$ cat config.mk
export PLATFORM = sky130hd
export DESIGN_NAME = rsud_top
export DESIGN_NICKNAME = d
export VERILOG_FILES = /design/src/rtl/rsud_edge_detect.v /design/src/rtl/rsud_top.v
export VERILOG_INCLUDE_DIRS = /design/src /design/src/rtl
export SDC_FILE = /design/constraint.sdc
export NUM_CORES = 1
export LEC_CHECK = 0
export ABC_AREA = 1
export ABC_CLOCK_PERIOD_IN_PS = 1500
export BUFFER_PORTS_ARGS = -buffer_cell sky130_fd_sc_hd__clkbuf_2
export CAP_MARGIN = 15
export CORE_MARGIN = 2
export CORE_UTILIZATION = 51
export DETAILED_ROUTE_END_ITERATION = 8
export GPL_ROUTABILITY_DRIVEN = 0
export GPL_TIMING_DRIVEN = 0
export PLACE_DENSITY = 0.78
export SLEW_MARGIN = 20
export SYNTH_ARGS = -nofsm -noshare
export SYNTH_HDL_FRONTEND = slang
export SYNTH_SLANG_ARGS = --single-unit
$ cat constraint.sdc
create_clock -name i_clk -period 1.5 [get_ports i_clk]
set_clock_uncertainty 0.15 [all_clocks]
set_input_delay 0.225 -clock i_clk [delete_from_list [all_inputs] [get_ports i_clk]]
set_output_delay 0.225 -clock i_clk [all_outputs]
set_load 0.005 [all_outputs]
$ cat src/rtl/rsud_defs.vh
// Operation
// - byte 5 bit 7 gates ADC reference load
// - byte 5 bits 2-1 select reference level
// - byte 5 bit 0 selects internal or supply
// - byte 6 bit 7 gates detector changes
// - bit 3 loads rising trigger when bit 4
// - bit 1 loads falling trigger when bit 2
// - bit 0 clears detection flag when enabled
// - byte 7 equal one loads pin settings
// - output pin drives byte 8 bit 4
// - byte 8 bit 3 direction, one is input
// - byte 8 bits 2-0 select pin function
// - settings volatile, reset restores defaults
// - reply echoes command, then 0x00 status
`ifndef RSUD_DEFS_VH
`define RSUD_DEFS_VH

`define RSUD_CMD_SET        8'h60
`define RSUD_RESP_OK        8'h00
`define RSUD_RESP_FILL      8'h00
`define RSUD_GP_ALTER       8'h01

`define RSUD_IDX_FIRST      6'h00
`define RSUD_IDX_STATUS     6'h01
`define RSUD_IDX_ADC        6'h05
`define RSUD_IDX_IOC        6'h06
`define RSUD_IDX_ALTER      6'h07
`define RSUD_IDX_GP0        6'h08
`define RSUD_IDX_LAST       6'h3F
`define RSUD_IDX_STEP       6'h01

`define RSUD_LOAD_BIT       7
`define RSUD_ADC_LVL_HI     2
`define RSUD_ADC_LVL_LO     1
`define RSUD_ADC_SRC_BIT    0
`define RSUD_IOC_RISE_MOD   4
`define RSUD_IOC_RISE_VAL   3
`define RSUD_IOC_FALL_MOD   2
`define RSUD_IOC_FALL_VAL   1
`define RSUD_IOC_CLR_BIT    0
`define RSUD_GP_OUT_BIT     4
`define RSUD_GP_DIR_BIT     3
`define RSUD_GP_FUNC_HI     2
`define RSUD_GP_FUNC_LO     0

`define RSUD_LVL_OFF        2'h0
`define RSUD_LVL_1024       2'h1
`define RSUD_LVL_2048       2'h2
`define RSUD_LVL_4096       2'h3
`define RSUD_SEL_NONE       3'h0
`define RSUD_SEL_1024       3'h1
`define RSUD_SEL_2048       3'h2
`define RSUD_SEL_4096       3'h4

`define RSUD_FUNC_GPIO      3'h0
`define RSUD_FUNC_SUSPEND   3'h1
`define RSUD_FUNC_RXLED     3'h2

`define RSUD_RST_LVL        2'h0
`define RSUD_RST_SRC        1'h0
`define RSUD_RST_RISE       1'h0
`define RSUD_RST_FALL       1'h0
`define RSUD_RST_FUNC       3'h0
`define RSUD_RST_DIR        1'h1
`define RSUD_RST_OUT        1'h0
`define RSUD_RST_BYTE       8'h00

`endif

$ cat src/rtl/rsud_edge_detect.v
`timescale 1ns/1ps
`include "rsud_defs.vh"
module rsud_edge_detect (
  input  wire i_clk,
  input  wire i_resetn,
  input  wire i_pin,
  input  wire i_rise_en,
  input  wire i_fall_en,
  input  wire i_clear,
  output wire o_flag
);
  reg  s1_q;
  reg  s2_q;
  reg  prev_q;
  reg  flag_q;
  wire rise;
  wire fall;

  assign rise   = s2_q & ~prev_q;
  assign fall   = ~s2_q & prev_q;
  assign o_flag = flag_q;

  always @(posedge i_clk or negedge i_resetn) begin
    if (!i_resetn) begin
      s1_q   <= 1'b0;
      s2_q   <= 1'b0;
      prev_q <= 1'b0;
      flag_q <= 1'b0;
    end else begin
      s1_q   <= i_pin;
      s2_q   <= s1_q;
      prev_q <= s2_q;
      // a new edge in the clearing cycle keeps the flag set
      if ((rise & i_rise_en) | (fall & i_fall_en)) begin
        flag_q <= 1'b1;
      end else if (i_clear) begin
        flag_q <= 1'b0;
      end
    end
  end
endmodule

$ cat src/rtl/rsud_top.v
`timescale 1ns/1ps
`include "rsud_defs.vh"
module rsud_top (
  input  wire       i_clk,
  input  wire       i_resetn,
  input  wire       i_rx_valid,
  input  wire       i_rx_first,
  input  wire [7:0] i_rx_data,
  output wire       o_rx_ready,
  output wire       o_tx_valid,
  output wire       o_tx_first,
  output wire [7:0] o_tx_data,
  input  wire       i_tx_ready,
  input  wire       i_ioc_pin,
  input  wire       i_gp0_pin,
  input  wire       i_usb_suspend,
  input  wire       i_uart_rx_led,
  output wire       o_gp0_out,
  output wire       o_gp0_oe,
  output wire       o_gp0_in,
  output wire [1:0] o_adc_vrm_level,
  output wire [2:0] o_adc_vrm_sel,
  output wire       o_adc_ref_internal,
  output wire       o_ioc_rise_en,
  output wire       o_ioc_fall_en,
  output wire       o_ioc_flag,
  output wire [2:0] o_gp0_func,
  output wire       o_gp0_dir_in,
  output wire       o_gp0_out_value,
  output wire       o_applied,
  output wire       o_ignored
);
  localparam [1:0] ST_IDLE = 2'h0;
  localparam [1:0] ST_RECV = 2'h1;
  localparam [1:0] ST_RESP = 2'h2;

  // one-hot reference level for the analog side
  function [2:0] lvl_sel;
    input [1:0] lvl;
    begin
      case (lvl)
        `RSUD_LVL_1024: lvl_sel = `RSUD_SEL_1024;
        `RSUD_LVL_2048: lvl_sel = `RSUD_SEL_2048;
        `RSUD_LVL_4096: lvl_sel = `RSUD_SEL_4096;
        default:        lvl_sel = `RSUD_SEL_NONE;
      endcase
    end
  endfunction

  // only the three documented pin functions are accepted
  function func_ok;
    input [2:0] f;
    begin
      case (f)
        `RSUD_FUNC_GPIO:    func_ok = 1'b1;
        `RSUD_FUNC_SUSPEND: func_ok = 1'b1;
        `RSUD_FUNC_RXLED:   func_ok = 1'b1;
        default:            func_ok = 1'b0;
      endcase
    end
  endfunction

  reg  [1:0] state_q;
  reg  [1:0] state_d;
  reg  [5:0] idx_q;
  reg  [5:0] idx_d;
  reg        match_q;
  reg        match_d;
  reg  [7:0] cmd_q;
  reg  [7:0] cmd_d;
  reg  [7:0] adc_b_q;
  reg  [7:0] ioc_b_q;
  reg  [7:0] alter_b_q;
  reg  [7:0] gp0_b_q;
  reg        rx_ready_q;
  reg        tx_valid_q;
  reg        tx_first_q;
  reg  [7:0] tx_data_q;
  reg  [5:0] tx_idx_q;
  reg  [1:0] lvl_q;
  reg  [2:0] sel_q;
  reg        src_q;
  reg        rise_q;
  reg        fall_q;
  reg        clr_q;
  reg  [2:0] func_q;
  reg        dir_q;
  reg        outv_q;
  reg        gp_s1_q;
  reg        gp_s2_q;
  reg        gp_in_q;
  reg        pin_out_q;
  reg        pin_oe_q;
  reg        applied_q;
  reg        ignored_q;
  wire       rx_take;
  wire [5:0] cur_idx;
  wire       rx_done;
  wire       do_apply;
  wire       tx_take;
  wire       ioc_flag;
  wire [2:0] new_func;

  assign rx_take  = i_rx_valid & rx_ready_q;
  assign cur_idx  = i_rx_first ? `RSUD_IDX_FIRST : idx_q;
  assign rx_done  = rx_take & (state_q == ST_RECV) & ~i_rx_first & (idx_q == `RSUD_IDX_LAST);
  assign do_apply = rx_done & match_q;
  assign tx_take  = tx_valid_q & i_tx_ready;
  assign new_func = gp0_b_q[`RSUD_GP_FUNC_HI:`RSUD_GP_FUNC_LO];

  // report framing: byte 0 is marked by i_rx_first, report is 64 bytes
  always @* begin
    state_d = state_q;
    idx_d   = idx_q;
    match_d = match_q;
    cmd_d   = cmd_q;
    case (state_q)
      ST_IDLE: begin
        if (rx_take & i_rx_first) begin
          state_d = ST_RECV;
          idx_d   = `RSUD_IDX_STEP;
          cmd_d   = i_rx_data;
          match_d = (i_rx_data == `RSUD_CMD_SET);
        end
      end
      ST_RECV: begin
        if (rx_take) begin
          idx_d = cur_idx + `RSUD_IDX_STEP;
          if (i_rx_first) begin
            cmd_d   = i_rx_data;
            match_d = (i_rx_data == `RSUD_CMD_SET);
          end else if (rx_done) begin
            idx_d   = `RSUD_IDX_FIRST;
            state_d = match_q ? ST_RESP : ST_IDLE;
          end
        end
      end
      ST_RESP: begin
        if (tx_take & (tx_idx_q == `RSUD_IDX_LAST)) begin
          state_d = ST_IDLE;
        end
      end
      default: begin
        state_d = ST_IDLE;
        idx_d   = `RSUD_IDX_FIRST;
      end
    endcase
  end

  always @(posedge i_clk or negedge i_resetn) begin
    if (!i_resetn) begin
      state_q    <= ST_IDLE;
      idx_q      <= `RSUD_IDX_FIRST;
      match_q    <= 1'b0;
      cmd_q      <= `RSUD_RST_BYTE;
      rx_ready_q <= 1'b0;
      adc_b_q    <= `RSUD_RST_BYTE;
      ioc_b_q    <= `RSUD_RST_BYTE;
      alter_b_q  <= `RSUD_RST_BYTE;
      gp0_b_q    <= `RSUD_RST_BYTE;
    end else begin
      state_q    <= state_d;
      idx_q      <= idx_d;
      match_q    <= match_d;
      cmd_q      <= cmd_d;
      rx_ready_q <= (state_d != ST_RESP);
      if (rx_take & (state_q == ST_RECV) & ~i_rx_first) begin
        case (idx_q)
          `RSUD_IDX_ADC:   adc_b_q   <= i_rx_data;
          `RSUD_IDX_IOC:   ioc_b_q   <= i_rx_data;
          `RSUD_IDX_ALTER: alter_b_q <= i_rx_data;
          `RSUD_IDX_GP0:   gp0_b_q   <= i_rx_data;
          default: begin
          end
        endcase
      end
    end
  end

  // settings are applied together once the whole report has arrived;
  // reset brings back the fixed defaults, nothing here is kept across it
  always @(posedge i_clk or negedge i_resetn) begin
    if (!i_resetn) begin
      lvl_q     <= `RSUD_RST_LVL;
      sel_q     <= `RSUD_SEL_NONE;
      src_q     <= `RSUD_RST_SRC;
      rise_q    <= `RSUD_RST_RISE;
      fall_q    <= `RSUD_RST_FALL;
      clr_q     <= 1'b0;
      func_q    <= `RSUD_RST_FUNC;
      dir_q     <= `RSUD_RST_DIR;
      outv_q    <= `RSUD_RST_OUT;
      applied_q <= 1'b0;
      ignored_q <= 1'b0;
    end else begin
      clr_q     <= 1'b0;
      applied_q <= do_apply;
      ignored_q <= rx_done & ~match_q;
      if (do_apply) begin
        // bits 6-3 of the reference byte are never looked at
        if (adc_b_q[`RSUD_LOAD_BIT]) begin
          lvl_q <= adc_b_q[`RSUD_ADC_LVL_HI:`RSUD_ADC_LVL_LO];
          sel_q <= lvl_sel(adc_b_q[`RSUD_ADC_LVL_HI:`RSUD_ADC_LVL_LO]);
          src_q <= adc_b_q[`RSUD_ADC_SRC_BIT];
        end
        if (ioc_b_q[`RSUD_LOAD_BIT]) begin
          if (ioc_b_q[`RSUD_IOC_RISE_MOD]) begin
            rise_q <= ioc_b_q[`RSUD_IOC_RISE_VAL];
          end
          if (ioc_b_q[`RSUD_IOC_FALL_MOD]) begin
            fall_q <= ioc_b_q[`RSUD_IOC_FALL_VAL];
          end
          clr_q <= ioc_b_q[`RSUD_IOC_CLR_BIT];
        end
        if (alter_b_q == `RSUD_GP_ALTER) begin
          outv_q <= gp0_b_q[`RSUD_GP_OUT_BIT];
          dir_q  <= gp0_b_q[`RSUD_GP_DIR_BIT];
          // unlisted function codes leave the designation alone
          if (func_ok(new_func)) begin
            func_q <= new_func;
          end
        end
      end
    end
  end

  rsud_edge_detect u_edge (
    .i_clk     (i_clk),
    .i_resetn  (i_resetn),
    .i_pin     (i_ioc_pin),
    .i_rise_en (rise_q),
    .i_fall_en (fall_q),
    .i_clear   (clr_q),
    .o_flag    (ioc_flag)
  );

  // pin mux for the first general pin, registered toward the pad
  always @(posedge i_clk or negedge i_resetn) begin
    if (!i_resetn) begin
      gp_s1_q   <= 1'b0;
      gp_s2_q   <= 1'b0;
      gp_in_q   <= 1'b0;
      pin_out_q <= 1'b0;
      pin_oe_q  <= 1'b0;
    end else begin
      gp_s1_q <= i_gp0_pin;
      gp_s2_q <= gp_s1_q;
      gp_in_q <= gp_s2_q;
      case (func_q)
        `RSUD_FUNC_GPIO: begin
          pin_out_q <= outv_q;
          pin_oe_q  <= ~dir_q;
        end
        `RSUD_FUNC_SUSPEND: begin
          pin_out_q <= i_usb_suspend;
          pin_oe_q  <= 1'b1;
        end
        `RSUD_FUNC_RXLED: begin
          pin_out_q <= i_uart_rx_led;
          pin_oe_q  <= 1'b1;
        end
        default: begin
          pin_out_q <= 1'b0;
          pin_oe_q  <= 1'b0;
        end
      endcase
    end
  end

  // 64-byte reply: echoed code, success status, zero fill
  always @(posedge i_clk or negedge i_resetn) begin
    if (!i_resetn) begin
      tx_valid_q <= 1'b0;
      tx_first_q <= 1'b0;
      tx_data_q  <= `RSUD_RST_BYTE;
      tx_idx_q   <= `RSUD_IDX_FIRST;
    end else if (do_apply) begin
      tx_valid_q <= 1'b1;
      tx_first_q <= 1'b1;
      tx_data_q  <= cmd_q;
      tx_idx_q   <= `RSUD_IDX_FIRST;
    end else if (tx_take) begin
      tx_first_q <= 1'b0;
      if (tx_idx_q == `RSUD_IDX_LAST) begin
        tx_valid_q <= 1'b0;
        tx_data_q  <= `RSUD_RST_BYTE;
        tx_idx_q   <= `RSUD_IDX_FIRST;
      end else begin
        tx_idx_q <= tx_idx_q + `RSUD_IDX_STEP;
        if (tx_idx_q == `RSUD_IDX_FIRST) begin
          tx_data_q <= `RSUD_RESP_OK;
        end else begin
          tx_data_q <= `RSUD_RESP_FILL;
        end
      end
    end
  end

  assign o_rx_ready         = rx_ready_q;
  assign o_tx_valid         = tx_valid_q;
  assign o_tx_first         = tx_first_q;
  assign o_tx_data          = tx_data_q;
  assign o_gp0_out          = pin_out_q;
  assign o_gp0_oe           = pin_oe_q;
  assign o_gp0_in           = gp_in_q;
  assign o_adc_vrm_level    = lvl_q;
  assign o_adc_vrm_sel      = sel_q;
  assign o_adc_ref_internal = src_q;
  assign o_ioc_rise_en      = rise_q;
  assign o_ioc_fall_en      = fall_q;
  assign o_ioc_flag         = ioc_flag;
  assign o_gp0_func         = func_q;
  assign o_gp0_dir_in       = dir_q;
  assign o_gp0_out_value    = outv_q;
  assign o_applied          = applied_q;
  assign o_ignored          = ignored_q;
endmodule

# Word-level counts from Yosys, hierarchy flattened
# Index checks and enable logic that the tools add are counted.
dict set report word_totals {
  ff_bits 88
  latchBits 0
  mem_bits_rw 0
  rom_bits 0
  inputBits 17
  output_inout_bits 30
  elab_cells 138
  mem_count 0
}
dict set report classes {
  add_sub_neg 2
  n_mul 0
  n_div 0
  order_cmp 0
  eq_ne 21
  shifts 0
  n_mux 41
  n_bitwise 20
  n_reduce_logical 21
}
# operator count
set op_table {}
lappend op_table {{$mux 6} 8}
lappend op_table {{$mux 8} 5}
lappend op_table {{$eq 6x3->1 const B} 3}
lappend op_table {{$pmux 6 s3} 1}
lappend op_table {{$pmux 8 s2} 1}
lappend op_table {{$mux 1} 15}
lappend op_table {{$reduce_and 2->1} 7}
lappend op_table {{$and 1x1->1} 13}
lappend op_table {{$add 6x1->6 const B} 2}
lappend op_table {{$eq 6x6->1 const B} 2}
lappend op_table {{$mux 2} 6}
lappend op_table {{$reduce_and 3->1} 4}
lappend op_table {{$pmux 3 s3} 1}
lappend op_table {{$eq 8x1->1 const B} 1}
lappend op_table {{$eq 8x7->1 const B} 1}
lappend op_table {{$ne 2x2->1 const B} 4}
lappend op_table {{$reduce_bool 2->1} 4}
lappend op_table {{$eq 2x2->1 const B} 3}
lappend op_table {{$eq 3x1->1 const B} 2}
lappend op_table {{$eq 3x2->1 const B} 2}
lappend op_table {{$eq 6x4->1 const B} 1}
lappend op_table {{$logic_not 3->1} 2}
lappend op_table {{$not 1->1} 6}
lappend op_table {{$pmux 2 s3} 1}
lappend op_table {{8 further kinds} 10}

# Longest topological paths before layout
# Gate-level depths: netlist of the first run.
dict set report depth {
  word_depth 9
  ltp_mapped 10
  depth_no_buf 10
}

# By module
# From an unflattened synthesis of the first run, not the netlist that was laid out.
dict set report hier_totals {
  hier_cells 388
  hier_area_um2 3442.1
}
# module instances cells_each area_per_inst_um2 seq_area_each_um2
set modules_own_cells {}
lappend modules_own_cells {rsud_top 1 377 3311.9 1953.1}
lappend modules_own_cells {rsud_edge_detect 1 11 130.1 100.1}

# Worst setup path after synthesis of the first run
# No wires, ideal clock.
dict set report synth_timing {
  path_type {register -> register}
  from {register idx_q[5]}
  to {register alter_b_q[7]}
  setup_time_ns 0.119
  arrival_ns 1.252
  required_time_ns 1.231
  setup_slack_ns -0.022
  stages_incl_launch_ff 7
  path_buffers 1
  period_less_slack_ns 1.522
  path_cell_list {dfrtp_1 > or2_1 > nor3_1 > nand2_1 > buf_4 > nand2_1 > o21ai_2}
}
dict set report synth_between {
  elab_chain_cells 2
}
# item line
set synth_lines {}
lappend synth_lines {{start, declared} rsud_top.v:65} ;# reg [5:0] idx_q;
lappend synth_lines {{start signal, assigned} rsud_top.v:153} ;# idx_q <= `RSUD_IDX_FIRST;
lappend synth_lines {{start signal, assigned} rsud_top.v:163} ;# idx_q <= idx_d;
lappend synth_lines {{$eq 6x3->1} rsud_top.v:168} ;# case (idx_q)
lappend synth_lines {{$reduce_and 2->1 (no line)} --}
lappend synth_lines {{end signal, assigned} rsud_top.v:159} ;# alter_b_q <= `RSUD_RST_BYTE;
lappend synth_lines {{end signal, assigned} rsud_top.v:171} ;# `RSUD_IDX_ALTER: alter_b_q <= i_rx_data;
lappend synth_lines {{end, declared} rsud_top.v:73} ;# reg [7:0] alter_b_q;
# No other way between the ends.
# A chain may end at the register's enable or synchronous reset.

# Worst setup path after layout of the first run
dict set report layout_timing {
  from {register state_q[1]}
  to {register sel_q[2], in the netlist o_adc_vrm_sel[2]}
}
dict set report layout_between {
  elab_chain_cells 6
}
# item line
set layout_lines {}
lappend layout_lines {{start, declared} rsud_top.v:63} ;# reg [1:0] state_q;
lappend layout_lines {{start signal, assigned} rsud_top.v:162} ;# state_q <= state_d;
lappend layout_lines {{$eq 2x1->1} rsud_top.v:106} ;# assign rx_done = rx_take & (state_q == ST_RECV) & ~i_rx_first & (idx_q == `RSUD_IDX_LAST);
lappend layout_lines {{$and 1x1->1 (3 in a row)} rsud_top.v:106}
lappend layout_lines {{$and 1x1->1} rsud_top.v:107} ;# assign do_apply = rx_done & match_q;
lappend layout_lines {{$reduce_and 2->1 (no line)} --}
lappend layout_lines {{end signal, assigned} rsud_top.v:185} ;# sel_q <= `RSUD_SEL_NONE;
lappend layout_lines {{end signal, assigned} rsud_top.v:203} ;# sel_q <= lvl_sel(adc_b_q[`RSUD_ADC_LVL_HI:`RSUD_ADC_LVL_LO]);
lappend layout_lines {{end, declared} rsud_top.v:81} ;# reg [2:0] sel_q;
# No other way between the ends.

==> results.yml, run 1 <==
cells_and_area:
  postLayoutCoreUtil_pct: 66.1
  final_cell_mix: "123 x sky130_fd_sc_hd__nand2_1, 78 x sky130_fd_sc_hd__dfrtp_1, 46 x sky130_fd_sc_hd__clkbuf_2"
  layout_commonest_cell: "sky130_fd_sc_hd__nand2_1"
  antennaDiodeCount: 0
  drive_above_1_share_pct: 29.5
  final_nets: 495
  final_design_area_excluding_fillers_um2: 4420
  post_synthesis_to_final_layout_area_growth_pct: 27.3
worst_setup_path:
  sort_of_element_at_the_end_of_the_critical_path: "register"
  cp_cell_sequence: "inv_2 > nand3_2 > nor2_4 > nand3_4 > nor2_4 > inv_2 > nand2_1 > nand2_1"
  cp_data_arrival_time_ns: 1.68
  timing.reg2reg.worst_path_depth: 8
  worst-path-stages: 8
  crit_slowest_cell: "sky130_fd_sc_hd__dfrtp_2"
  critical_path_required_ns: 1.60
  critPathBufInv: 2
  timing.critical_path.max_delay_family: "simple AND/OR/NAND/NOR gates"
  setup.worst_path.class: "register to register"
  crit_path_max_incr_delay_ns: 0.44
  critical_path.startpoint_type: "register"
  critical_path_fanouts_max: 6
synth:
  synthDistinctLibCells: 29
  netlist_area_um2: 3470
  postSynthNetCount: 413
  synthCells: 394
  async_reset_ff_share_pct: 100
  yosysWarningCount: 0
  yosys_most_used_dff: "sky130_fd_sc_hd__dfrtp_1"
  ys_seq_elements: 82
  synth.yosys.seq_area_share_pct: 59.2
  postSynthAreaPerCell_um2: 8.80
  synth_enable_flop_cells: 0
timing:
  worst_pin_slew_ns: 0.618
  report.final.slew_viol_count: 0
  holdWs_ns: 0.0416
  slew_headroom_pct: 58.8
  timing.setup.tns_ns: -1.04
  setup_viol: 33
  timing.final.crit_period_ns: 1.58
  grt_setup_unrepaired: "true"
  final.period_utilization_pct: 105
  achievable-frequency_mhz: 634
  final-hold-violation-count: 0
  finalWorstSetupSlack_ns: -0.0784
floorplanning:
  effective_utilization_at_floorplan_pct: 51.9
  placementRows: 30
  die_width_um: 86.5
  floorplan_core_area_um2: 6680
  dieHeight_um: 86.5
  io-pin-count: 47
  die_area_um2: 7480
route:
  met2WireLength_mm: 3.45
  met3_length_um: 277
  detailed_route_iter0_violations: 152
  route.layer.met1.wl_mm: 3.38
  ant_nets: 0
  num_vias: 2872
  drt-total-wl_mm: 7.31
  maxUsedRoutingLayer: "met4"
  drtPass1Iterations: 4
  routed_via_density: 5.12
  average_wire_per_standard_cell_um: 13.0
  drc: 0
place:
  post_dp_cell_area_um2: 3820
  count_of_input_and_output_buffers: 46
  dpl.hpwl_mm: 4.78
cts:
  clock_buffer_count_from_cts: 9
  cts_tree: "done"
  cts_max_level: 3
  clock_latency_ns: 0.35
  max-clock-path-buffers: 2
  path_clk_slew_ns: 0.08
  root_buffer: "sky130_fd_sc_hd__clkbuf_8"
  clkSinkCount: 82
worst_hold_path:
  worst_hold_stages: 3
  worst_min_delay_path_class: "primary input to register"
run:
  timing.max_cap.violations: 0
power:
  power_leakage_uw: 0.00232
  vdd_ir_drop_max_mv: 0.693
  cellPowerDensity_nw_per_um2: 1090
outcome:
  result_of_the_run: "complete, but fails checks"
  violations: "setup timing"
global_routing:
  grt_first_pass_wirelength_mm: 12.0
  grt_antenna_before_repair: 0
  vias_in_the_first_global_route: 2642
  global_route.usage.total_pct: 20.8
  overflow: 0
  grt_max_degree: 46
-- kinds of logic after synthesis --
family / count (synthesis) / share of synthesized area [%]
AND/OR/NAND/NOR: 209 / 25.4
adder cells (fa/ha/maj): 2 / 0.721
buffers and inverters: 46 / 5.27
flip-flops: 82 / 59.2
AO/OA/AOI/OAI: 53 / 8.87
XOR/XNOR: 2 / 0.505
-- report_power, final --
part           switching, uW  total [uW]  internal, uW
clock                    801        1740           944
sequential               130        2520          2390
combinational            341         554           213
total                   1270        4810          3540
-- metrics by stage --
step	std cells	worst slack, ns	total power [uW]
6_report	561	-0.0784	4810
5_1_grt	561	-0.177	5040
4_1_cts	554	-0.113	4800
3_5_place_dp	521	-0.191	3010
3_3_place_gp	520	-0.716	2990
2_1_floorplan	394	0.000337	2840
-- flip-flops by register name (all words and copies together), names as in the netlist, 2 cells and up --
name	flops
cmd_q	8
ioc_b_q	6
o_tx_data	8
gp0_b_q	5
alter_b_q	8
o_gp0_func	3
idx_q	6
o_adc_vrm_level	2
adc_b_q	4
tx_idx_q	6
o_adc_vrm_sel	3
state_q	2
-- worst register-to-register path, cell delays in order (launching register included) --
cell and delay [ns]:
sky130_fd_sc_hd__dfrtp_2 0.44, sky130_fd_sc_hd__inv_2 0.08, sky130_fd_sc_hd__nand3_2 0.07, sky130_fd_sc_hd__nor2_4 0.15, sky130_fd_sc_hd__nand3_4 0.18, sky130_fd_sc_hd__nor2_4 0.20, sky130_fd_sc_hd__inv_2 0.09, sky130_fd_sc_hd__nand2_1 0.07
sky130_fd_sc_hd__nand2_1 0.05
-- layout make-up --
cell class,count,area (um2)
Sequential cell,82,2060
Clock buffer,10,128
Timing Repair Buffer,71,458
Inverter,41,156
Fill cell,509,2270
Clock inverter,6,90.1
Tap cell,80,100
Buffer,5,53.8
Multi-Input combinational cell,266,1370
-- path summary, 6_finish.rpt --
path                       startpoint                to  slack (ns)
min                        i_rx_valid        state_q[0]        0.04
min reg2reg                   gp_s1_q           gp_s2_q        0.20
min in group asynchronous    i_resetn     o_ioc_rise_en        0.30
max reg2reg                state_q[1]  o_adc_vrm_sel[2]       -0.08
max                        state_q[1]  o_adc_vrm_sel[2]       -0.08
max in group asynchronous    i_resetn          o_gp0_in        0.28
-- Yosys cell counts, drive strengths merged, types with 2 or more instances --
master	instances	area share [%]
dfrtp	81	58
inv	41	4.4
o21ai	42	6.9
ha	2	0.72
nand3	20	3.5
nand4	8	1.4
buf	4	0.72
nand2	140	15
or2	2	0.36
nor3	4	0.58
a21oi	5	0.72
nor2	34	4.2
xor2	2	0.51
o22ai	3	0.54
-- metal layers --
layer / vias to the layer above / track usage [%]
li1: 1419 / -
met5: - / 0
met4: 0 / 11.2
met2: 76 / 31.6
met3: 20 / 4.00
met1: 1357 / 28.5
-- repair_timing --
item	CTS	global route
buffers inserted	10	6
resized for setup	22	43
pin swaps	5	17
setup endpoints to repair	59	71
hold buffers	7	0
hold endpoints to repair	48	0
cloned	0	1
No activity file was read; power rests on OpenSTA's default activity.
==> run 2: changes to the inputs <==
- PLACE_DENSITY: 0.78 -> 0.72
- SLEW_MARGIN: 20 -> 0
==> run 2 against run 1 <==
Effect of this change:
- the run still ends with setup timing left
- die area is the same
- power grew 3.8%
- highest routed layer unchanged
- wire length grew 10%
- first-iteration DRC count grew 39%
- largest cell class unchanged
- clock-buffer cell count is the same
- sequential cell count is the same
- combinational power grew 10%
- register-to-register slack lost 0.03 ns
==> results.yml, run 2 (same netlist as run 1, synthesis figures left out) <==
outcome:
  result_of_the_run: "complete, but fails checks"
  violations: "setup timing"
timing:
  report.final.slew_viol_count: 0
  final.period_utilization_pct: 107
  achievable-frequency_mhz: 620
  timing.final.crit_period_ns: 1.61
  worst_pin_slew_ns: 0.339
  slew_headroom_pct: 77.2
  setup_viol: 64
  timing.setup.tns_ns: -4.34
  finalWorstSetupSlack_ns: -0.112
  grt_setup_unrepaired: "true"
  final-hold-violation-count: 0
cells_and_area:
  stdcell_count: 568
  final_cell_mix: "122 x sky130_fd_sc_hd__nand2_1, 78 x sky130_fd_sc_hd__dfrtp_1, 46 x sky130_fd_sc_hd__clkbuf_2"
  final_nets: 502
  post_synthesis_to_final_layout_area_growth_pct: 32.8
  final_design_area_excluding_fillers_um2: 4600
  antennaDiodeCount: 0
  drive_above_1_share_pct: 31.4
  layout_commonest_cell: "sky130_fd_sc_hd__nand2_1"
worst_setup_path:
  crit_slowest_cell: "sky130_fd_sc_hd__dfrtp_2"
  setup.worst_path.class: "register to register"
  timing.reg2reg.worst_path_depth: 9
  critical_path.startpoint_type: "register"
  sort_of_element_at_the_end_of_the_critical_path: "register"
  crit_path_max_incr_delay_ns: 0.45
  crit_top_cell: "sky130_fd_sc_hd__buf_4"
  critical_path_fanouts_max: 6
  cp_data_arrival_time_ns: 1.71
  cp_cell_sequence: "inv_2 > nand3_2 > nor2_4 > buf_4 > buf_6 > nand2_8 > buf_4 > nand2_1 > o21ai_2"
  critical_path_required_ns: 1.60
cts:
  cts_tree: "done"
  root_buffer: "sky130_fd_sc_hd__clkbuf_8"
  cts_max_level: 3
  clkSinkCount: 82
  clock_latency_ns: 0.36
  clock_buffer_count_from_cts: 9
  max-clock-path-buffers: 2
  path_clk_slew_ns: 0.09
floorplanning:
  floorplan_core_area_um2: 6680
  io-pin-count: 47
  effective_utilization_at_floorplan_pct: 51.9
  dieHeight_um: 86.5
  placementRows: 30
  die_width_um: 86.5
  die_area_um2: 7480
global_routing:
  overflow: 0
  grt_max_degree: 66
  grt_first_pass_wirelength_mm: 12.3
  grt_antenna_before_repair: 0
  global_route.usage.total_pct: 21.0
  vias_in_the_first_global_route: 2665
route:
  num_vias: 2931
  drt-total-wl_mm: 8.06
  detailed_route_iter0_violations: 212
  drtPass1Iterations: 4
  routed_via_density: 5.16
  average_wire_per_standard_cell_um: 14.2
  drc: 0
  ant_nets: 0
power:
  cellPowerDensity_nw_per_um2: 1090
  power_leakage_uw: 0.00237
  vdd_ir_drop_max_mv: 0.844
worst_hold_path:
  worst_hold_stages: 3
  worst_min_delay_path_class: "primary input to register"
place:
  dpl.hpwl_mm: 4.93
  placement.setup.worst_slack_ns: -0.221
  count_of_input_and_output_buffers: 46
  post_dp_cell_area_um2: 3830
  place.detailed.instances: 521
run:
  timing.max_cap.violations: 0
-- run 2: worst paths after layout --
check,startpoint,to,slack [ns]
worst max-delay path,state_q[1],alter_b_q[5],-0.11
worst min-delay path,i_uart_rx_led,o_gp0_out,0.03
worst max register to register,state_q[1],alter_b_q[5],-0.11
worst min register to register,gp_s2_q,o_gp0_in,0.21
max in group asynchronous,i_resetn,o_gp0_dir_in,0.40
min in group asynchronous,i_resetn,o_ignored,0.16
-- run 2: per-stage QoR --
step | hold slack, ns | power, uW | util (%)
after floorplan | -0.221 | 2840 | -
after global placement | 0.182 | 2990 | 56.9
after detailed placement | 0.00261 | 3020 | 57.4
after CTS | 0.0184 | 4890 | 64.7
after global routing | 0.0493 | 5210 | 68.9
final | 0.0286 | 5000 | 68.9
-- run 2: critical path: cells and delay by family, from the launching register on --
kind                   cells  cell delay (ns)
and+or+nand+nor            4             0.35
buffers and inverters      4             0.49
DFF                        1             0.45
AOI/OAI and AO/OA          1             0.05
-- run 2: cell type report --
cell class | instances | area (um2)
fill | 516 | 2080
sequential | 82 | 2060
multi-input combinational | 266 | 1420
timing repair buffer | 78 | 583
inverter | 41 | 154
clock buffer | 10 | 138
tap | 80 | 100
clock inverter | 6 | 97.6
buffer | 5 | 57.6
-- run 2: what timing repair did --
action,4_1_cts,5_1_grt
endpoints found under the setup margin,67,71
setup buffers,13,9
gates resized for setup,17,55
hold endpoints to repair,86,0
pin swaps,3,19
hold buffers,6,0
gates cloned,2,1
-- run 2: power breakdown --
part | switching, uW | internal [uW]
Sequential | 146 | 2390
Combinational | 371 | 239
Clock | 850 | 1010
-- run 2: routing by layer --
| metal | vias up | global-route usage [%] | part of all wire (%) |
|---|---|---|---|
| li1 | 1444 | - | - |
| met5 | - | 0 | 0 |
| met3 | 9 | 4.86 | 4.6 |
| met2 | 90 | 32.7 | 50 |
| met1 | 1388 | 29.7 | 44 |
| met4 | 0 | 6.39 | 0.88 |
